--- src/bridge_hdr_defs.svh ---
/*
  Offsets, field positions, reset values and response codes for the
  bridge header register bank (header type through I/O window).
  Assumes: included by bare name from the design, checker and testbench files.
*/
`ifndef BRIDGE_HDR_DEFS_SVH
`define BRIDGE_HDR_DEFS_SVH

// ----------------------------------------------------------------------
// Register indices as printed; byte address is four times the index
// ----------------------------------------------------------------------
`define IDX_HEADER_LAYOUT_CODE        12'h00E
`define IDX_SELF_TEST_CONTROL         12'h00F
`define IDX_UNUSED_WINDOW_ZERO        12'h010
`define IDX_UNUSED_WINDOW_ONE         12'h014
`define IDX_UPSTREAM_SEGMENT_NUMBER   12'h018
`define IDX_DOWNSTREAM_SEGMENT_NUMBER 12'h019
`define IDX_HIGHEST_SEGMENT_BEHIND    12'h01A
`define IDX_DOWNSTREAM_LATENCY_COUNT  12'h01B
`define IDX_IO_WINDOW_LOWER           12'h01C
`define IDX_IO_WINDOW_UPPER           12'h01D
`define IDX_HEADER_LOCK_CONTROL       12'h040

// ----------------------------------------------------------------------
// Field positions and widths
// ----------------------------------------------------------------------
`define IO_WIDTH_BIT                  0
`define IO_ADDR_MSB                   7
`define IO_ADDR_LSB                   4
`define LOCK_BIT                      0

// ----------------------------------------------------------------------
// Constant and reset values
// ----------------------------------------------------------------------
`define HEADER_LAYOUT_VALUE           8'h01
`define SELF_TEST_VALUE               8'h00
`define UNUSED_WINDOW_VALUE           32'h0000_0000
`define LATENCY_COUNT_VALUE           8'h00
`define SEGMENT_RESET                 8'h00
`define IO_WIDTH_RESET                1'h1
`define IO_BASE_RESET                 4'hF
`define IO_LIMIT_RESET                4'h0
`define LOCK_RESET                    1'h0
`define IO_LOW_FILL                   12'h000
`define IO_HIGH_FILL                  12'hFFF

// ----------------------------------------------------------------------
// AXI4-Lite response codes
// ----------------------------------------------------------------------
`define RESP_OKAY                     2'h0
`define RESP_SLVERR                   2'h2

`endif

--- src/bridge_hdr_pkg.sv ---
/*
  Types shared by the bridge header register bank and its I/O window
  decoder: channel states and carrier structs.
  Assumes: codes and widths are fixed here; bridge_hdr_defs.svh is not included.
*/
package bridge_hdr_pkg;

  // --------------------------------------------------------------------
  // Channel states
  // --------------------------------------------------------------------
  typedef enum logic [1:0] {
    WR_IDLE      = 2'b00,  // Nothing held
    WR_HAVE_ADDR = 2'b01,  // Address taken, waiting for data
    WR_HAVE_DATA = 2'b10,  // Data taken, waiting for address
    WR_RESP      = 2'b11   // Response offered
  } wr_state_e;

  typedef enum logic [0:0] {
    RD_IDLE = 1'b0,        // Ready for an address
    RD_RESP = 1'b1         // Read data offered
  } rd_state_e;

  // --------------------------------------------------------------------
  // Carriers
  // --------------------------------------------------------------------
  typedef struct packed {
    logic       wide;      // 1: wide_io_addressing, 0: narrow_io_addressing
    logic [3:0] base;      // Address bits 15:12 of the window bottom
    logic [3:0] limit;     // Address bits 15:12 of the window top
  } io_window_s;

  typedef struct packed {
    logic        valid;    // Request present this cycle
    logic [31:0] addr;     // I/O address seen on the primary side
  } io_req_s;

endpackage : bridge_hdr_pkg

--- src/bridge_hdr_regs.sv ---
/*
  Bridge configuration header bank, header type through I/O limit,
  reached over an AXI4-Lite slave, plus the I/O forwarding decision.
  Assumes: one clock, synchronous active-high reset, a well-behaved
  AXI4-Lite master with at most one read and one write outstanding.
*/
// The implementer's own choice: the AXI4-Lite interface to the registers.
// Overview of operation
// - Header type reads fixed 0x01, writes ignored.
// - Self-test byte reads zero, writes ignored.
// - Both base address registers read zero.
// - Upstream segment number is read/write, resets zero.
// - Downstream segment number is read/write, resets zero.
// - Highest segment behind is read/write, resets zero.
// - Downstream latency count reads zero always.
// - Width capability bit lockable, resets to wide.
// - Upper register bit 0 mirrors width bit.
// - Window base bits 7:4 read/write, reset ones.
// - Window limit bits 7:4 read/write, reset zero.
// - Bits 3:1 of both read zero.
`timescale 1ns/1ps
`include "bridge_hdr_defs.svh"

module bridge_hdr_regs (
  // Clock and reset
  input  wire logic                    clk,
  input  wire logic                    rst,
  // AXI4-Lite write address channel
  input  wire logic [11:0]             s_axi_awaddr,
  input  wire logic [2:0]              s_axi_awprot,
  input  wire logic                    s_axi_awvalid,
  output logic                         s_axi_awready,
  // AXI4-Lite write data channel
  input  wire logic [31:0]             s_axi_wdata,
  input  wire logic [3:0]              s_axi_wstrb,
  input  wire logic                    s_axi_wvalid,
  output logic                         s_axi_wready,
  // AXI4-Lite write response channel
  output logic [1:0]                   s_axi_bresp,
  output logic                         s_axi_bvalid,
  input  wire logic                    s_axi_bready,
  // AXI4-Lite read address channel
  input  wire logic [11:0]             s_axi_araddr,
  input  wire logic [2:0]              s_axi_arprot,
  input  wire logic                    s_axi_arvalid,
  output logic                         s_axi_arready,
  // AXI4-Lite read data channel
  output logic [31:0]                  s_axi_rdata,
  output logic [1:0]                   s_axi_rresp,
  output logic                         s_axi_rvalid,
  input  wire logic                    s_axi_rready,
  // Upper address halves for wide I/O addressing
  input  wire logic [15:0]             io_upper_base,
  input  wire logic [15:0]             io_upper_limit,
  // Primary-side I/O request and forwarding verdict
  input  wire bridge_hdr_pkg::io_req_s io_req,
  output logic                         io_judged_q,
  output logic                         io_forward_q,
  // Programmed window, for the forwarding datapath
  output bridge_hdr_pkg::io_window_s   io_window_q
);
  import bridge_hdr_pkg::*;

  // --------------------------------------------------------------------
  // Helper functions
  // --------------------------------------------------------------------

  // Byte address of a register index
  function automatic logic [11:0] byte_addr(input logic [11:0] idx);
    byte_addr = {idx[9:0], 2'b00};
  endfunction : byte_addr

  // Whether a byte address names a register of this bank
  function automatic logic addr_known(input logic [11:0] a);
    if (a == byte_addr(`IDX_HEADER_LAYOUT_CODE)) begin
      addr_known = 1'b1;
    end else if (a == byte_addr(`IDX_SELF_TEST_CONTROL)) begin
      addr_known = 1'b1;
    end else if (a == byte_addr(`IDX_UNUSED_WINDOW_ZERO)) begin
      addr_known = 1'b1;
    end else if (a == byte_addr(`IDX_UNUSED_WINDOW_ONE)) begin
      addr_known = 1'b1;
    end else if (a == byte_addr(`IDX_UPSTREAM_SEGMENT_NUMBER)) begin
      addr_known = 1'b1;
    end else if (a == byte_addr(`IDX_DOWNSTREAM_SEGMENT_NUMBER)) begin
      addr_known = 1'b1;
    end else if (a == byte_addr(`IDX_HIGHEST_SEGMENT_BEHIND)) begin
      addr_known = 1'b1;
    end else if (a == byte_addr(`IDX_DOWNSTREAM_LATENCY_COUNT)) begin
      addr_known = 1'b1;
    end else if (a == byte_addr(`IDX_IO_WINDOW_LOWER)) begin
      addr_known = 1'b1;
    end else if (a == byte_addr(`IDX_IO_WINDOW_UPPER)) begin
      addr_known = 1'b1;
    end else if (a == byte_addr(`IDX_HEADER_LOCK_CONTROL)) begin
      addr_known = 1'b1;
    end else begin
      addr_known = 1'b0;
    end
  endfunction : addr_known

  // --------------------------------------------------------------------
  // State
  // --------------------------------------------------------------------
  wr_state_e   wr_state_q, wr_state_d;     // Write channel progress
  rd_state_e   rd_state_q, rd_state_d;     // Read channel progress
  logic [11:0] awaddr_q, awaddr_d;         // Held write address
  logic [31:0] wdata_q, wdata_d;           // Held write data
  logic [3:0]  wstrb_q, wstrb_d;           // Held write strobes
  logic [1:0]  bresp_q, bresp_d;           // Write response code
  logic [31:0] rdata_q, rdata_d;           // Read data word
  logic [1:0]  rresp_q, rresp_d;           // Read response code
  logic [7:0]  up_seg_q, up_seg_d;         // upstream_segment_number
  logic [7:0]  down_seg_q, down_seg_d;     // downstream_segment_number
  logic [7:0]  high_seg_q, high_seg_d;     // highest_segment_behind
  logic        io_wide_q, io_wide_d;       // io_width_capability
  logic [3:0]  io_base_q, io_base_d;       // Window base, bits 15:12
  logic [3:0]  io_limit_q, io_limit_d;     // Window limit, bits 15:12
  logic        lock_q, lock_d;             // Locks the width capability bit

  // Write commit signals and the composed read byte
  logic        commit;                     // Address and data both present
  logic [11:0] wr_addr;                    // Address of the commit
  logic [31:0] wr_data;                    // Data of the commit
  logic [3:0]  wr_strb;                    // Strobes of the commit
  logic [7:0]  rd_byte_lo;                 // Low byte of a read, composed

  // --------------------------------------------------------------------
  // Write channel
  // --------------------------------------------------------------------

  // Channel readiness follows what is already held
  always_comb begin
    s_axi_awready = (wr_state_q == WR_IDLE) || (wr_state_q == WR_HAVE_DATA);
    s_axi_wready  = (wr_state_q == WR_IDLE) || (wr_state_q == WR_HAVE_ADDR);
  end

  // Pick address and data from the channel or from the holding flops
  always_comb begin
    wr_addr = (wr_state_q == WR_HAVE_ADDR) ? awaddr_q : s_axi_awaddr;
    wr_data = (wr_state_q == WR_HAVE_DATA) ? wdata_q : s_axi_wdata;
    wr_strb = (wr_state_q == WR_HAVE_DATA) ? wstrb_q : s_axi_wstrb;
    commit  = ((wr_state_q == WR_IDLE) && s_axi_awvalid && s_axi_wvalid) ||
              ((wr_state_q == WR_HAVE_ADDR) && s_axi_wvalid) ||
              ((wr_state_q == WR_HAVE_DATA) && s_axi_awvalid);
  end

  // Next state of the write channel
  always_comb begin
    wr_state_d = wr_state_q;
    awaddr_d   = awaddr_q;
    wdata_d    = wdata_q;
    wstrb_d    = wstrb_q;
    bresp_d    = bresp_q;
    case (wr_state_q)
      WR_IDLE: begin
        // Either half may arrive first
        if (s_axi_awvalid && !s_axi_wvalid) begin
          awaddr_d   = s_axi_awaddr;
          wr_state_d = WR_HAVE_ADDR;
        end else if (s_axi_wvalid && !s_axi_awvalid) begin
          wdata_d    = s_axi_wdata;
          wstrb_d    = s_axi_wstrb;
          wr_state_d = WR_HAVE_DATA;
        end
      end
      WR_HAVE_ADDR, WR_HAVE_DATA: begin
        // Wait for the missing half
      end
      WR_RESP: begin
        // Hold the response until the master takes it
        if (s_axi_bready) begin
          wr_state_d = WR_IDLE;
        end
      end
      default: begin
        wr_state_d = WR_IDLE;
      end
    endcase
    if (commit) begin
      bresp_d    = addr_known(wr_addr) ? `RESP_OKAY : `RESP_SLVERR;
      wr_state_d = WR_RESP;
    end
  end

  // --------------------------------------------------------------------
  // Register writes
  // --------------------------------------------------------------------

  // Only byte lane 0 carries a field; read-only words drop the write
  always_comb begin
    up_seg_d   = up_seg_q;
    down_seg_d = down_seg_q;
    high_seg_d = high_seg_q;
    io_wide_d  = io_wide_q;
    io_base_d  = io_base_q;
    io_limit_d = io_limit_q;
    lock_d     = lock_q;
    if (commit && wr_strb[0]) begin
      if (wr_addr == byte_addr(`IDX_UPSTREAM_SEGMENT_NUMBER)) begin
        up_seg_d = wr_data[7:0];
      end else if (wr_addr == byte_addr(`IDX_DOWNSTREAM_SEGMENT_NUMBER)) begin
        down_seg_d = wr_data[7:0];
      end else if (wr_addr == byte_addr(`IDX_HIGHEST_SEGMENT_BEHIND)) begin
        high_seg_d = wr_data[7:0];
      end else if (wr_addr == byte_addr(`IDX_IO_WINDOW_LOWER)) begin
        // Width bit takes writes only while unlocked
        if (!lock_q) begin
          io_wide_d = wr_data[`IO_WIDTH_BIT];
        end
        io_base_d = wr_data[`IO_ADDR_MSB:`IO_ADDR_LSB];
      end else if (wr_addr == byte_addr(`IDX_IO_WINDOW_UPPER)) begin
        // Bit 0 here is a mirror, so only the limit field is taken
        io_limit_d = wr_data[`IO_ADDR_MSB:`IO_ADDR_LSB];
      end else if (wr_addr == byte_addr(`IDX_HEADER_LOCK_CONTROL)) begin
        lock_d = wr_data[`LOCK_BIT];
      end
      // Header type, self test, base address words and latency count
      // have no storage, so writes to them vanish
    end
  end

  // --------------------------------------------------------------------
  // Read channel
  // --------------------------------------------------------------------

  // Address is taken whenever no read data is waiting
  always_comb begin
    s_axi_arready = (rd_state_q == RD_IDLE);
  end

  // Low byte of each read word
  always_comb begin
    rd_byte_lo = 8'h00;
    if (s_axi_araddr == byte_addr(`IDX_HEADER_LAYOUT_CODE)) begin
      rd_byte_lo = `HEADER_LAYOUT_VALUE;
    end else if (s_axi_araddr == byte_addr(`IDX_SELF_TEST_CONTROL)) begin
      rd_byte_lo = `SELF_TEST_VALUE;
    end else if (s_axi_araddr == byte_addr(`IDX_UPSTREAM_SEGMENT_NUMBER)) begin
      rd_byte_lo = up_seg_q;
    end else if (s_axi_araddr == byte_addr(`IDX_DOWNSTREAM_SEGMENT_NUMBER)) begin
      rd_byte_lo = down_seg_q;
    end else if (s_axi_araddr == byte_addr(`IDX_HIGHEST_SEGMENT_BEHIND)) begin
      rd_byte_lo = high_seg_q;
    end else if (s_axi_araddr == byte_addr(`IDX_DOWNSTREAM_LATENCY_COUNT)) begin
      rd_byte_lo = `LATENCY_COUNT_VALUE;
    end else if (s_axi_araddr == byte_addr(`IDX_IO_WINDOW_LOWER)) begin
      // Bits 3:1 stay zero
      rd_byte_lo = {io_base_q, 3'b000, io_wide_q};
    end else if (s_axi_araddr == byte_addr(`IDX_IO_WINDOW_UPPER)) begin
      // Bit 0 mirrors the width bit of the lower register
      rd_byte_lo = {io_limit_q, 3'b000, io_wide_q};
    end else if (s_axi_araddr == byte_addr(`IDX_HEADER_LOCK_CONTROL)) begin
      rd_byte_lo = {7'h00, lock_q};
    end
  end

  // Next state of the read channel
  always_comb begin
    rd_state_d = rd_state_q;
    rdata_d    = rdata_q;
    rresp_d    = rresp_q;
    case (rd_state_q)
      RD_IDLE: begin
        if (s_axi_arvalid) begin
          // Base address words fall through to zero
          rdata_d    = {24'h00_0000, rd_byte_lo};
          rresp_d    = addr_known(s_axi_araddr) ? `RESP_OKAY : `RESP_SLVERR;
          rd_state_d = RD_RESP;
        end
      end
      RD_RESP: begin
        // Hold data until the master takes it
        if (s_axi_rready) begin
          rd_state_d = RD_IDLE;
        end
      end
      default: begin
        rd_state_d = RD_IDLE;
      end
    endcase
  end

  // --------------------------------------------------------------------
  // Flops
  // --------------------------------------------------------------------

  // Bus channel state
  always_ff @(posedge clk) begin
    if (rst) begin
      wr_state_q <= WR_IDLE;
      rd_state_q <= RD_IDLE;
      awaddr_q   <= 12'h000;
      wdata_q    <= 32'h0000_0000;
      wstrb_q    <= 4'h0;
      bresp_q    <= `RESP_OKAY;
      rdata_q    <= 32'h0000_0000;
      rresp_q    <= `RESP_OKAY;
    end else begin
      wr_state_q <= wr_state_d;
      rd_state_q <= rd_state_d;
      awaddr_q   <= awaddr_d;
      wdata_q    <= wdata_d;
      wstrb_q    <= wstrb_d;
      bresp_q    <= bresp_d;
      rdata_q    <= rdata_d;
      rresp_q    <= rresp_d;
    end
  end

  // Header fields
  always_ff @(posedge clk) begin
    if (rst) begin
      up_seg_q   <= `SEGMENT_RESET;
      down_seg_q <= `SEGMENT_RESET;
      high_seg_q <= `SEGMENT_RESET;
      io_wide_q  <= `IO_WIDTH_RESET;
      io_base_q  <= `IO_BASE_RESET;
      io_limit_q <= `IO_LIMIT_RESET;
      lock_q     <= `LOCK_RESET;
    end else begin
      up_seg_q   <= up_seg_d;
      down_seg_q <= down_seg_d;
      high_seg_q <= high_seg_d;
      io_wide_q  <= io_wide_d;
      io_base_q  <= io_base_d;
      io_limit_q <= io_limit_d;
      lock_q     <= lock_d;
    end
  end

  // --------------------------------------------------------------------
  // Outputs
  // --------------------------------------------------------------------

  // Bus answers come straight from flops
  always_comb begin
    s_axi_bvalid = (wr_state_q == WR_RESP);
    s_axi_bresp  = bresp_q;
    s_axi_rvalid = (rd_state_q == RD_RESP);
    s_axi_rdata  = rdata_q;
    s_axi_rresp  = rresp_q;
  end

  // Window settings as seen by the forwarding logic
  always_comb begin
    io_window_q.wide  = io_wide_q;
    io_window_q.base  = io_base_q;
    io_window_q.limit = io_limit_q;
  end

  // --------------------------------------------------------------------
  // I/O forwarding decision
  // --------------------------------------------------------------------

  // Reset values put base above limit, so nothing forwards at first unless io_upper_limit is above io_upper_base
  io_window_match u_match (
    .clk         (clk),
    .rst         (rst),
    .win         (io_window_q),
    .upper_base  (io_upper_base),
    .upper_limit (io_upper_limit),
    .req         (io_req),
    .judged_q    (io_judged_q),
    .forward_q   (io_forward_q)
  );

endmodule : bridge_hdr_regs

--- src/io_window_match.sv ---
/*
  I/O forwarding window decoder: judges whether a primary-side I/O
  address falls inside the programmed base..limit range.
  Assumes: window settings come from the register bank; upper address
  halves for wide addressing come from registers outside this block.
*/
`timescale 1ns/1ps
`include "bridge_hdr_defs.svh"

module io_window_match (
  // Clock and reset
  input  wire logic                      clk,
  input  wire logic                      rst,
  // Window settings
  input  wire bridge_hdr_pkg::io_window_s win,
  input  wire logic [15:0]               upper_base,
  input  wire logic [15:0]               upper_limit,
  // Request and verdict
  input  wire bridge_hdr_pkg::io_req_s   req,
  output logic                           judged_q,
  output logic                           forward_q
);
  import bridge_hdr_pkg::*;

  logic [31:0] low_addr;   // Bottom of the window
  logic [31:0] high_addr;  // Top of the window
  logic        judged_d;   // Next verdict strobe
  logic        forward_d;  // Next verdict

  // Build the window edges; narrow mode keeps the upper half at zero
  always_comb begin
    low_addr  = {(win.wide ? upper_base  : 16'h0000), win.base,  `IO_LOW_FILL};
    high_addr = {(win.wide ? upper_limit : 16'h0000), win.limit, `IO_HIGH_FILL};
    judged_d  = req.valid;
    // Inclusive compare; low_addr above high_addr leaves the window empty
    forward_d = req.valid && (req.addr >= low_addr) && (req.addr <= high_addr);
  end

  // Register the verdict
  always_ff @(posedge clk) begin
    if (rst) begin
      judged_q  <= 1'b0;
      forward_q <= 1'b0;
    end else begin
      judged_q  <= judged_d;
      forward_q <= forward_d;
    end
  end

endmodule : io_window_match
--- config.mk ---
export PLATFORM = sky130hd
export DESIGN_NAME = bridge_hdr_regs
export DESIGN_NICKNAME = d
export VERILOG_FILES = /design/src/bridge_hdr_pkg.sv /design/src/bridge_hdr_regs.sv /design/src/io_window_match.sv
export VERILOG_INCLUDE_DIRS = /design/src
export SDC_FILE = /design/constraint.sdc
export NUM_CORES = 1
export LEC_CHECK = 0
export BUFFER_PORTS_ARGS = -buffer_cell sky130_fd_sc_hd__buf_2
export CAP_MARGIN = 15
export CORE_MARGIN = 2
export CORE_UTILIZATION = 30
export DETAILED_ROUTE_END_ITERATION = 12
export MAX_ROUTING_LAYER = met4
export PLACE_DENSITY = 0.59
export SETUP_SLACK_MARGIN = 0.4
export SYNTH_ARGS = -nofsm -noshare
export SYNTH_HDL_FRONTEND = slang
export SYNTH_SLANG_ARGS = --single-unit
--- constraint.sdc ---
create_clock -name clk -period 2.3 [get_ports clk]
set_input_delay 0.23 -clock clk [delete_from_list [all_inputs] [get_ports clk]]
set_output_delay 0.23 -clock clk [all_outputs]
set_load 0.01 [all_outputs]
---- Word level (Yosys, flattened, before mapping) ----
Cells that the tools add are included.
word-level totals
  register bits after elaboration ......... 72
  input port bits ......................... 138
  output and inout bits ................... 52
  word-level logic and storage cells ...... 131
cells by class
  magnitude comparators ................... 2
  equality and inequality tests ........... 27
  multiplexer cells ....................... 49
  bitwise operators ....................... 8
  reductions and logical operators ........ 28
operators with widths
  operator                                               number
  == test 12 x 7 -> 1 bit, second input constant         16
  two-way mux 8 bit                                      9
  == test 12 x 6 -> 1 bit, second input constant         4
  >= comparator 32 bit                                   1
  <= comparator 32 bit                                   1
  two-way mux 16 bit                                     2
  two-way mux 1 bit                                      29
  == test 12 x 9 -> 1 bit, second input constant         2
  two-way mux 12 bit                                     1
  two-way mux 2 bit                                      6
  AND reduction 6 bit                                    2
  logical AND 1 bit                                      9
  AND reduction 3 bit                                    3
  NOT 1 bit                                              8
  AND reduction 7 bit                                    1
  AND reduction 2 bit                                    3
  AND reduction 5 bit                                    1
  == test 2 bit, second input constant                   2
  logical OR 1 bit                                       4
  inequality test 4 x 2 -> 1 bit, second input constant  1
  case mux 2 bit (2 select lines)                        1
  AND reduction 4 bit                                    1
  inequality test 3 x 1 -> 1 bit, second input constant  1
  nonzero test 3 bit                                     1
  4 further kinds                                        5

---- Longest topological paths before layout ----
Gate-level depths: netlist (run 1).
  depth after elaboration ................. 16
  depth in mapped cells ................... 10
  mapped depth without buffers ............ 8

---- By module ----
A second synthesis (run 1) with hierarchy kept.
unflattened totals
  cells, all modules ...................... 615
  area, all modules ....................... 4812.1 um2
modules (own cells, without submodules)
  module           instances  cells each  area each (um2)  seq. area each (um2)
  bridge_hdr_regs  1          462         3686.0           1361.3
  io_window_match  1          153         1126.1           40.0

---- Least setup slack after synthesis (run 1) ----
OpenSTA, ideal clock, no wires.
  kind .................................... reg2reg
  from .................................... reg wr_state_q[1]
  to ...................................... reg io_wide_q
  setup time .............................. 0.114 ns
  arrival ................................. 2.227 ns
  required time ........................... 2.186 ns
  setup slack ............................. -0.041 ns
  cell stages (with the launch flop) ...... 7
  buffers on the path ..................... 0
  clock period less this slack ............ 2.341 ns
  path through ............................ dfxtp_1 or4b_1 or3_4 a211oi_4 nand4_4 or3_1 a21o_1
on the way
  longest elaborated chain between the ends .. 7
  elaborated cells between the ends (all ways) .. 21
  those cells by class .................... eq/ne: 6; mux: 3; bitwise: 3; reduce/logical: 9
ends and longest elaborated chain
  what                                                        RTL line                RTL
  start, declared                                             bridge_hdr_regs.sv:105  wr_state_e wr_state_q, wr_state_d;
  start signal, assigned                                      bridge_hdr_regs.sv:300  wr_state_q <= wr_state_d;
  branches (longest 7 deep; another with two-way mux 12 bit)  --
  end signal, assigned                                        bridge_hdr_regs.sv:317  io_wide_q <= `IO_WIDTH_RESET;
  end signal, assigned                                        bridge_hdr_regs.sv:325  io_wide_q <= io_wide_d;
  end, declared                                               bridge_hdr_regs.sv:116  logic io_wide_q, io_wide_d;
Parallel ways; which one is timed is not known.
A chain may end at the register's enable or synchronous reset.

---- Final worst setup path (run 1) ----
  from .................................... reg awaddr_q[1]
  to ...................................... reg io_wide_q
on the way
  longest elaborated chain between the ends .. 4
  elaborated cells between the ends (all ways) .. 9
  those cells by class .................... eq/ne: 4; mux: 1; bitwise: 3; reduce/logical: 1
ends and longest elaborated chain
  what                                        RTL line                                                                RTL
  start, declared                             bridge_hdr_regs.sv:107                                                  logic [11:0] awaddr_q, awaddr_d;
  start signal, assigned                      bridge_hdr_regs.sv:302                                                  awaddr_q <= awaddr_d;
  two-way mux 12 bit *                        bridge_hdr_regs.sv:140                                                  wr_addr = (wr_state_q == WR_HAVE_ADDR) ? awaddr_q : s_axi_awaddr;
  == test 12 x 7 -> 1 bit (on tied branches)  bridge_hdr_regs.sv:204, bridge_hdr_regs.sv:200, bridge_hdr_regs.sv:202
  NOT 1 bit (no source line)                  --
  AND reduction 6 bit (no source line) *      --
Every way passes the cells marked *; elsewhere a longest branch is shown, timed or not.

==> summary.md, run 1 <==
| Metric | Value |
|---|---|
| Switching Fraction | 0.2677 |
| Antenna Cells | 0 |
| Largest net degree at the start of global routing | 27 |
| Total of max-cap violations | 0 |
| Antenna violations before repair | 0 |
| Antenna-violating nets left | 0 |
| Number of global-route vias before repair | between 4000 and 5000 |
| Nets | about 920 |
| Syn_area_per_cell | 7.813 um^2 |
| Setup CP Type | register to register |
| Leak Pwr | approximately 2.9 nW |
| First-pass GRT wire length | roughly 22000 um |
| Slew margin rel. | 0.5730 |
| Met2 Use GR | 0.2866 |
| Share of async-settable or async-resettable flops after synthesis | 0 |
| Endpoints failing setup | 0 |
| CP required | between 2 and 3 ns |
| H-tree depth | 3 |
| Drt first pass iters | 5 |
| Largest family of logic cells by synthesized area | simple AND/OR/NAND/NOR gates |
| Part of the power in combinational logic | 0.207 |
| Period utilization | 0.9996 |
| Outcome | complete, no violations |
| Adder-Cell Fraction of Synth Area | 0.1132 |
| Final Max Slew Viols | 0 |
| RePlAce Congestion | 0.7911 |
| GRT met3 Usage | 0.02994 |
| Sequential cell area fraction in the yosys report | 0.3020 |
| Peak supply drop | 0.3373 mV |
| Clock Skew | 0.009596 ns |
| Top fanout value on the critical path | 2 |
| PortBufs | 130 |
| Flop pwr share | 0.360 |
| Setup ws final | around 0.00085 ns |
| Final Util | 0.4144 |
| Switching pwr | roughly 0.94 mW |
| Remaining Overflow, GRT | 0 |
| Rows | 45 |
| Final WL | between 10000 and 15000 um |
| Yosys reg bits | 70 |
| Mapped cell area | 4641 um^2 |
| TritonCTS clock tree | built |
| Power share of the clock group | 0.432 |
| Area delta synth->final | 35.24% |
| Die Span Y | ~130 um |
| Top FF cell, synth | dfxtp_1 |
| Pre-CTS setup slack | -0.03290 ns |
| I/O pins | 190 |
| Compound-cell area share of the yosys netlist | 0.1580 |
| Via density | just under 5 |
| Post-synth EDFFs | 0 |
| Power per cell area | about 560 nW/um^2 |
| Tmin final | 2.299 ns |
| Vias | about 4600 |
| Startpoint Class | register |
| Cell Int Power | between 2 and 3 mW |
| Residual DRC | 0 |
| Mux cell area share after synthesis | 0.08223 |
| Met1 Resource Use GR | 0.2069 |
| Hold Crit Class | input pin to register |
| Synth Area in Simple Gates | 0.2596 |
| Avg WL per Cell | 14.67 um |
| Post-layout total power | 3.493 mW |
| Total core area | ~15000 um^2 |
| Max Clk Rate | 434.9 MHz |
| Hold Vio Cnt, Final | 0 |
| RSZ-0062 raised after global routing | true |
| Layout cells sized above 1 | 0.3088 |
| CP Capture Type | register |
| # clock sinks | 70 |
| GRT Util Overall | 0.1695 |
| Die area | between 15000 and 20000 um^2 |
| Worst skew pair latency | between 0.3 and 0.4 ns |
| CTS max path bufs | 2 |
| Number of CTS-inserted buffers | 9 |
| Grt peak-use layer | met2 |
| CTS Root Cell | clkbuf_16 |
| Final setup TNS | 0 ns |
| Tightest Pin Transition | 0.6382 ns |
| Drt initial violations | approximately 230 |
| Arr. time, crit path | approximately 2.5 ns |
| Clk pin slew, worst setup/hold paths | roughly 0.060 ns |
| Synth Warn # | 0 |
| XOR/XNOR Fraction of Synth Area | 0 |
| Initial Utilization | 0.3064 |
| DP HPWL | just over 10000 um |
| Distinct cells, synth | 54 |
| Synth Instances | about 590 |
| Die X | approximately 130 um |
[kinds of logic after synthesis]
family | count (synthesis)
and+or+nand+nor | 246
AOI/OAI and AO/OA | 123
buffers and inverters | 75
DFF | 70
adders and majority gates | 42
muxes | 37
other | 1
[critical path, stage by stage, from the launching register on]
cell	delay (ns)
dfxtp_1	0.31
or4b_4	0.53
or3_4	0.36
a211oi_4	0.23
buf_4	0.17
nand4_4	0.10
or3_1	0.35
a21o_1	0.15
[final timing paths]
| check | cells past startpoint | from | slack, ns | endpoint |
|---|---|---|---|---|
| worst max-delay path | 7 | awaddr_q[1]$_SDFFE_PP0P_ | 0.0008 | io_wide_q$_SDFFE_PP1P_ |
| worst min-delay path | 2 | s_axi_rready | 0.08 | s_axi_rvalid$_SDFF_PP0_ |
| worst max register to register | 7 | awaddr_q[1]$_SDFFE_PP0P_ | 0.0008 | io_wide_q$_SDFFE_PP1P_ |
| worst min register to register | 2 | wdata_q[3]$_SDFFE_PP0P_ | 0.45 | wdata_q[3]$_SDFFE_PP0P_ |
[layout by cell type, fill, tap and decap left out, types with 4 or more instances in the layout]
cell type,count
conb_1,26
a21o_1,6
buf_2,130
ha_4,8
buf_4,24
nand3_2,8
nor2b_1,10
mux2_2,8
clkbuf_16,9
o21ai_1,15
nand3b_1,5
o21ai_0,15
nor3_1,9
or3_1,4
nand2b_1,4
nor4_1,8
nor2_1,35
a21oi_1,53
inv_1,21
nand2_1,105
buf_6,9
dfxtp_1,69
ha_1,33
nand3_1,14
mux2i_1,28
nand4_1,17
[timing repair]
| action | CTS | global route |
|---|---|---|
| gates cloned | 3 | 1 |
| resized for setup | 42 | 8 |
| buffers inserted | 10 | 5 |
| hold buffers | 0 | 0 |
| pin swaps | 15 | 5 |
| setup endpoints to repair | 36 | 36 |
[state kept, by name, summed over array words and instances (netlist names)]
| register | count |
|---|---|
| io_wide_q | 1 |
| up_seg_q | 8 |
| down_seg_q | 8 |
| wr_state_q | 2 |
| u_match.judged_q | 1 |
| wstrb_q | 1 |
| s_axi_rdata | 8 |
| u_match.forward_q | 1 |
| io_limit_q | 4 |
| s_axi_bresp | 1 |
| s_axi_rresp | 1 |
| lock_q | 1 |
| wdata_q | 8 |
| io_base_q | 4 |
| awaddr_q | 12 |
| high_seg_q | 8 |
| s_axi_rvalid | 1 |
[cell type report]
cell class              instances  area, um^2
clock buffers                  11       252.7
clock inverters                 4       70.07
fillers                      1565        8870
inverters                      21       78.83
multi-input cells             474        3187
flip-flops and latches         70        1405
well taps                     188       235.2
repair buffers                168        1047
[layer usage]
| metal | share of wire | wire (um) |
|---|---|---|
| met2 | 0.47 | 6476 |
| met1 | 0.45 | 6199 |
| met4 | 0.014 | 196 |
| met5 | 0 | 0 |
| met3 | 0.062 | 855 |
[per-stage QoR]
step | cell area [um^2] | hold WS, ns | cells
final | 6276 | 0.08325 | 936
after global placement | 5519 | 0.4212 | 902
after detailed placement | 5519 | 0.4265 | 902
after floorplan | 4837 | 0.3133 | 619
after CTS | 6188 | 0.07374 | 930
after global routing | 6276 | 0.07687 | 936
[power by group through the flow]
stage               registers (mW)  logic (mW)  clock network, mW
finish                        1.26       0.724               1.51
detailed placement            1.29       0.638                  0
floorplan                     1.28       0.433                  0
global placement              1.28       0.637                  0
CTS                           1.26       0.696               1.54
global route                  1.26       0.810               1.59
[Yosys cell counts, drive strengths merged, types with 2 or more instances]
cell type  count  area (um^2)
nand2        108        405.4
dfxtp         70         1401
a21oi         55        275.3
ha            42        525.5
buf           35        240.2
nor2          35        131.4
o21ai         30        150.1
mux2i         28        280.3
nand3         23        115.1
inv           21        78.83
clkbuf        19        71.32
nand4         18        127.6
nor2b         10        62.56
nor4          10        62.56
mux2           9        101.4
nor3           9        45.04
a21o           6        45.04
a211oi         5        50.05
nand2b         5        31.28
nand3b         5        37.54
or3            5        36.28
a22o           3        26.28
a31oi          3        18.77
and4           3        26.28
nor4bb         3        30.03
o22ai          3        18.77
a21boi         2        15.01
a221oi         2        17.52
and2           2        12.51
nand4b         2        17.52
nor4b          2        17.52
o211ai         2        15.01
o21a           2        15.01
o31ai          2        15.01
or2            2        12.51
No activity file was read; power rests on OpenSTA's default activity.
==> inputs of run 2 (changes only) <==
--- a/config.mk
+++ b/config.mk
@@ -13,6 +13,7 @@
 export DETAILED_ROUTE_END_ITERATION = 12
 export MAX_ROUTING_LAYER = met4
 export PLACE_DENSITY = 0.59
+export RECOVER_POWER = 25
 export SETUP_SLACK_MARGIN = 0.4
 export SYNTH_ARGS = -nofsm -noshare
 export SYNTH_HDL_FRONTEND = slang
==> summary.md, run 2 (synthesis results as in run 1) <==
| Metric | Value |
|---|---|
| Setup CP Type | register to register |
| Startpoint Class | register |
| H-tree depth | 3 |
| GRT Util Overall | 0.1695 |
| Clk pin slew, worst setup/hold paths | 0.06 ns |
| Largest net degree at the start of global routing | 27 |
| Drt first pass iters | 4 |
| CTS max path bufs | 2 |
| Most common cell after layout, fill and taps aside | buf_2 |
| PortBufs | 130 |
| Vias | approximately 4600 |
| Worst skew pair latency | between 0.3 and 0.4 ns |
| Worst R2R Path Depth | 7 |
| Die Span Y | about 130 um |
| Nets | 924 |
| Rows | 45 |
| CTS Root Cell | clkbuf_16 |
| Final setup TNS | -0.0006406 ns |
| Total core area | 15150 um^2 |
| Number of global-route vias before repair | ~4400 |
| Final Util | 0.4128 |
| Die area | about 16000 um^2 |
| Final instance area | about 6300 um^2 |
| I/O pins | 190 |
| DP Area | roughly 5500 um^2 |
| Antenna Cells | 0 |
| Final WL | approximately 14000 um |
| # clock sinks | 70 |
| Tmin final | 2.301 ns |
| Max Clk Rate | 434.7 MHz |
| Fin cells | about 940 |
| Number of CTS-inserted buffers | 9 |
| CP Capture Type | register |
| Initial Utilization | 0.3064 |
| Max FFs per register | 12 |
| Placed insts | roughly 900 |
| Worst hold path depth | 2 |
| DP HPWL | ~10000 um |
| Antenna-violating nets left | 0 |
| Via density | approximately 4.9 |
| TritonCTS clock tree | built |
| Post-layout total power | between 3 and 4 mW |
| Layout cells sized above 1 | 0.2834 |
| Drt initial violations | about 220 |
| Endpoints failing setup | 1 |
| Violated checks | negative setup slack |
| CP required | ~2.5 ns |
| Register bank with the most flops | awaddr_q |
| Clock Skew | 0.009213 ns |
| # hold bufs at CTS | 0 |
| Remaining Overflow, GRT | 0 |
| Hold Vio Cnt, Final | 0 |
| Outcome | finished with violations |
| Top fanout value on the critical path | 2 |
| Avg WL per Cell | ~15 um |
| Most frequent cells in the layout | 111 x buf_2, 105 x nand2_1, 69 x dfxtp_1 |
| Die X | between 100 and 150 um |
| Leak Pwr | roughly 2.9 nW |
| First-pass GRT wire length | roughly 22000 um |
| Antenna violations before repair | 0 |
| Power per cell area | between 500 and 600 nW/um^2 |
| Residual DRC | 0 |
| Period utilization | 1.000 |
| Total of max-cap violations | 0 |
| Arr. time, crit path | 2.53 ns |
| Slew margin rel. | 0.5499 |
| Setup ws final | -0.0006406 ns |
| Final Max Slew Viols | 0 |
| Area delta synth->final | 34.73% |
| Hold Crit Class | input pin to register |
| RePlAce Congestion | about 0.79 |
| Peak supply drop | roughly 0.34 mV |
| RSZ-0062 raised after global routing | true |
| Tightest Pin Transition | about 0.67 ns |
[run 2: cell count changes in the layout (fill, tap and decap cells not counted), sizes merged]
| cell | change |
|---|---|
| clkbuf | +19 |
| buf | -19 |
[run 2: repair_timing]
action                                  in CTS  in global routing
endpoints found under the setup margin      36                 36
setup buffers                               10                  5
gates resized for setup                     42                  8
gates cloned                                 3                  1
pin swaps                                   15                  5
[run 2: final cells by class]
cell class | instances | area, um^2
clock buffers | 11 | 252.7
multi-input cells | 474 | 3187
fillers | 1575 | 8894
flip-flops and latches | 70 | 1405
well taps | 188 | 235.2
repair buffers | 168 | 1023
inverters | 21 | 78.83
clock inverters | 4 | 70.07
[run 2: worst max-delay path, stage by stage (launching register included)]
cell and delay [ns]:
dfxtp_1 0.31, or4b_4 0.53, or3_4 0.36, a211oi_4 0.23, buf_4 0.17, nand4_4 0.10, or3_1 0.35, a21o_1 0.15
[run 2: final timing paths]
| kind | slack [ns] | startpoint | end |
|---|---|---|---|
| hold reg to reg | 0.45 | wdata_q[3]$_SDFFE_PP0P_ | wdata_q[3]$_SDFFE_PP0P_ |
| hold / removal | 0.08 | s_axi_rready | s_axi_rvalid$_SDFF_PP0_ |
| setup reg to reg | -0.0006 | awaddr_q[1]$_SDFFE_PP0P_ | io_wide_q$_SDFFE_PP1P_ |
| setup / recovery | -0.0006 | awaddr_q[1]$_SDFFE_PP0P_ | io_wide_q$_SDFFE_PP1P_ |
[run 2: metrics by stage]
| stage | hold WS, ns | setup WS, ns |
|---|---|---|
| finish | 0.08247 | -0.0006406 |
| global route | 0.07687 | -0.07810 |
| CTS | 0.07374 | 0.009604 |
| detailed placement | 0.4265 | -0.03290 |
| global placement | 0.4212 | -0.01388 |
| floorplan | 0.3133 | -0.0002272 |
[run 2: layer usage]
layer  GRT usage  wire length [um]  vias up
li1            -                 -     2360
met1      0.2069              6299     2112
met2      0.2866              6437      131
met3     0.02994               802       15
met4     0.04977               234        0
met5           -                 0        -
[run 2: power breakdown]
group          total, mW  switching [mW]  leakage [nW]  internal (mW)
Clock               1.51           0.515         0.161          0.998
Sequential          1.26          0.0176         0.567           1.24
Combinational      0.723           0.406          2.13          0.317
Total               3.50           0.939          2.85           2.56
==> inputs of run 3 (changes only) <==
--- a/config.mk
+++ b/config.mk
@@ -6,13 +6,15 @@
 export SDC_FILE = /design/constraint.sdc
 export NUM_CORES = 1
 export LEC_CHECK = 0
+export ABC_AREA = 1
 export BUFFER_PORTS_ARGS = -buffer_cell sky130_fd_sc_hd__buf_2
 export CAP_MARGIN = 15
-export CORE_MARGIN = 2
+export CORE_MARGIN = 5
 export CORE_UTILIZATION = 30
 export DETAILED_ROUTE_END_ITERATION = 12
+export GPL_TIMING_DRIVEN = 0
 export MAX_ROUTING_LAYER = met4
-export PLACE_DENSITY = 0.59
+export PLACE_DENSITY = 0.58
 export RECOVER_POWER = 25
 export SETUP_SLACK_MARGIN = 0.4
 export SYNTH_ARGS = -nofsm -noshare
==> summary.md, run 3 <==
| Metric | Value |
|---|---|
| Startpoint Class | register |
| Number of CTS-inserted buffers | 9 |
| Most frequent cells in the layout | 181 x nand2_1, 107 x buf_2, 83 x inv_1 |
| Clk pin slew, worst setup/hold paths | approximately 0.070 ns |
| Distinct cells, synth | 38 |
| Yosys reg bits | 70 |
| PortBufs | 130 |
| First-pass GRT wire length | between 20000 and 25000 um |
| Placed insts | 1136 |
| Post-layout total power | 4.018 mW |
| Worst r2r dst | u_match.forward_q$_SDFF_PP0_ |
| Top post-synthesis cells by count | 198 x nand2_1, 85 x inv_1, 80 x a21oi_1 |
| RePlAce Congestion | between 0.8 and 0.9 |
| Register bank with the most flops | awaddr_q |
| Worst Setup SP | io_wide_q$_SDFFE_PP1P_ |
| Drt initial violations | roughly 280 |
| I/O pins | 190 |
| Peak supply drop | ~0.36 mV |
| Initial Utilization | 0.3065 |
| Clock Skew | around 0.0092 ns |
| Most common cell after layout, fill and taps aside | nand2_1 |
| CTS Root Cell | clkbuf_16 |
| CP required | approximately 2.6 ns |
| Hold_ws | ~0.12 ns |
| Final instance area | between 7000 and 8000 um^2 |
| Total core area | approximately 17000 um^2 |
| Hold Crit Class | input pin to register |
| Final WL | 15710 um |
| Synth Warn # | 0 |
| Period utilization | 0.8327 |
| TritonCTS clock tree | built |
| Largest net degree at the start of global routing | 16 |
| Filler cells | 1728 |
| Via density | approximately 4.6 |
| Antenna-violating nets left | 0 |
| Post-synth EDFFs | 0 |
| GRT Util Overall | 0.1551 |
| Setup ws final | just under 0.4 ns |
| Final Util | 0.4221 |
| Pre-CTS setup slack | -0.08999 ns |
| Die X | about 140 um |
| Synth top area share | 0.2747 |
| Die Span Y | around 140 um |
| Area delta synth->final | 37.72% |
| Die area | 19710 um^2 |
| CTS max path bufs | 2 |
| Antenna violations before repair | 0 |
| Synth Instances | about 760 |
| Max FFs per register | 12 |
| Mapped cell area | between 5000 and 6000 um^2 |
| Antenna Cells | 0 |
| Nets | 1139 |
| Tmin final | approximately 1.9 ns |
| Synth area leaders | dfxtp_1 27%, nand2_1 15%, ha_1 10% |
| R2R Setup Slk | between 0.3 and 0.4 ns |
| Rows | between 40 and 50 |
| Top FF cell, synth | dfxtp_1 |
| DP Area | around 6100 um^2 |
| Arr. time, crit path | 2.16 ns |
| DP HPWL | ~12000 um |
| Drt first pass iters | 4 |
| Remaining Overflow, GRT | 0 |
| Power per cell area | ~570 nW/um^2 |
| Tightest Pin Transition | 0.7711 ns |
| Max Clk Rate | 522.2 MHz |
| Slew margin rel. | 0.4860 |
| Final Max Slew Viols | 0 |
| Worst R2R Path Depth | 13 |
| Total of max-cap violations | 0 |
| Leading area contributor after synthesis | dfxtp_1 |
| Vias | ~5400 |
| Residual DRC | 0 |
| Leak Pwr | 3.410 nW |
| Number of global-route vias before repair | 5000 |
| Syn_area_per_cell | ~6.7 um^2 |
| Setup CP Type | register to register |
| Endpoints failing setup | 0 |
| Outcome | complete, no violations |
| CP Capture Point | u_match.forward_q$_SDFF_PP0_ |
| Top fanout value on the critical path | 6 |
| Hold Vio Cnt, Final | 0 |
| Worst skew pair latency | ~0.35 ns |
| Fin cells | 1184 |
| Sequential cell area fraction in the yosys report | 0.2747 |
| Most common cell in the netlist | nand2_1 |
| RSZ-0062 raised after global routing | true |
| Layout cells sized above 1 | 0.2853 |
| Avg WL per Cell | about 13 um |
| CP Capture Type | register |
| Share of async-settable or async-resettable flops after synthesis | 0 |
| Reg2reg start | io_wide_q$_SDFFE_PP1P_ |
| H-tree depth | 3 |
| # clock sinks | 70 |
| Final setup TNS | 0 ns |
| # hold bufs at CTS | 0 |
## run 3: cell types whose count changed after synthesis, sizes merged, moves of 6 or more
cell | previous run | this run
nor4 | 10 | 4
mux2 | 9 | 0
nor2b | 10 | 0
a21o | 6 | 0
nand2 | 108 | 215
a21oi | 55 | 80
o211ai | 2 | 8
inv | 21 | 90
mux2i | 28 | 0
o21ai | 30 | 59
nand3 | 23 | 35
nor2 | 35 | 64
## run 3: worst max-delay path, cell delays in order (launching register included)
cell       delay (ns)
dfxtp_1          0.36
buf_8            0.13
clkbuf_16        0.15
nand2_2          0.04
ha_1             0.28
nand2_2          0.06
nor2_4           0.10
nand4_1          0.15
nor3_2           0.22
o21ai_1          0.10
nand3_1          0.07
nand2_1          0.05
nand2_1          0.05
nor2_1           0.04
## run 3: timing repair
item	4_1_cts	5_1_grt
setup buffers	6	21
pin swaps	9	27
setup endpoints to repair	22	47
gates cloned	1	4
gates resized for setup	21	74
## run 3: layer usage
layer / global-route usage / vias up / routed length (um)
met5: - / - / 0
met4: 0.03570 / 0 / 203
met3: 0.03442 / 19 / 860
met2: 0.2387 / 137 / 7165
met1: 0.2083 / 2407 / 7482
li1: - / 2862 / -
## run 3: kinds of logic after synthesis
logic type	share of synthesized area
fa+ha+maj	0.1030
buf+inv	0.1356
other cells	0.0007351
simple gates	0.3208
flops	0.2747
compound gates	0.1651
## run 3: final cells by class
cell class,count,area [um^2],share of cell area
flip-flops and latches,70,1406,0.2002
clock inverters,7,63.81,0.009083
well taps,220,275.3,0.03918
inverters,94,382.9,0.05450
clock buffers,9,225.2,0.03206
multi-input cells,577,3342,0.4757
plain buffers,47,384.1,0.05467
repair buffers,160,945.9,0.1346
## run 3: power breakdown
part	switching (mW)	total (mW)	internal, mW
Combinational	0.803	1.33	0.529
Clock	0.617	1.37	0.755
Sequential	0.0380	1.31	1.28
## run 3: worst min-delay path by stage
stage / slack, ns / start / to / depth (start not counted)
2_1_floorplan: 0.31 / rst / u_match.judged_q$_SDFF_PP0_ / 1
3_3_place_gp: 0.43 / wdata_q[2]$_SDFFE_PP0P_ / wdata_q[2]$_SDFFE_PP0P_ / 2
4_1_cts: 0.11 / io_req[32] / u_match.judged_q$_SDFF_PP0_ / 3
5_1_grt: 0.14 / io_req[32] / u_match.judged_q$_SDFF_PP0_ / 3
3_5_place_dp: 0.45 / up_seg_q[6]$_SDFFE_PP0P_ / up_seg_q[6]$_SDFFE_PP0P_ / 2
6_report: 0.12 / io_req[32] / u_match.judged_q$_SDFF_PP0_ / 3
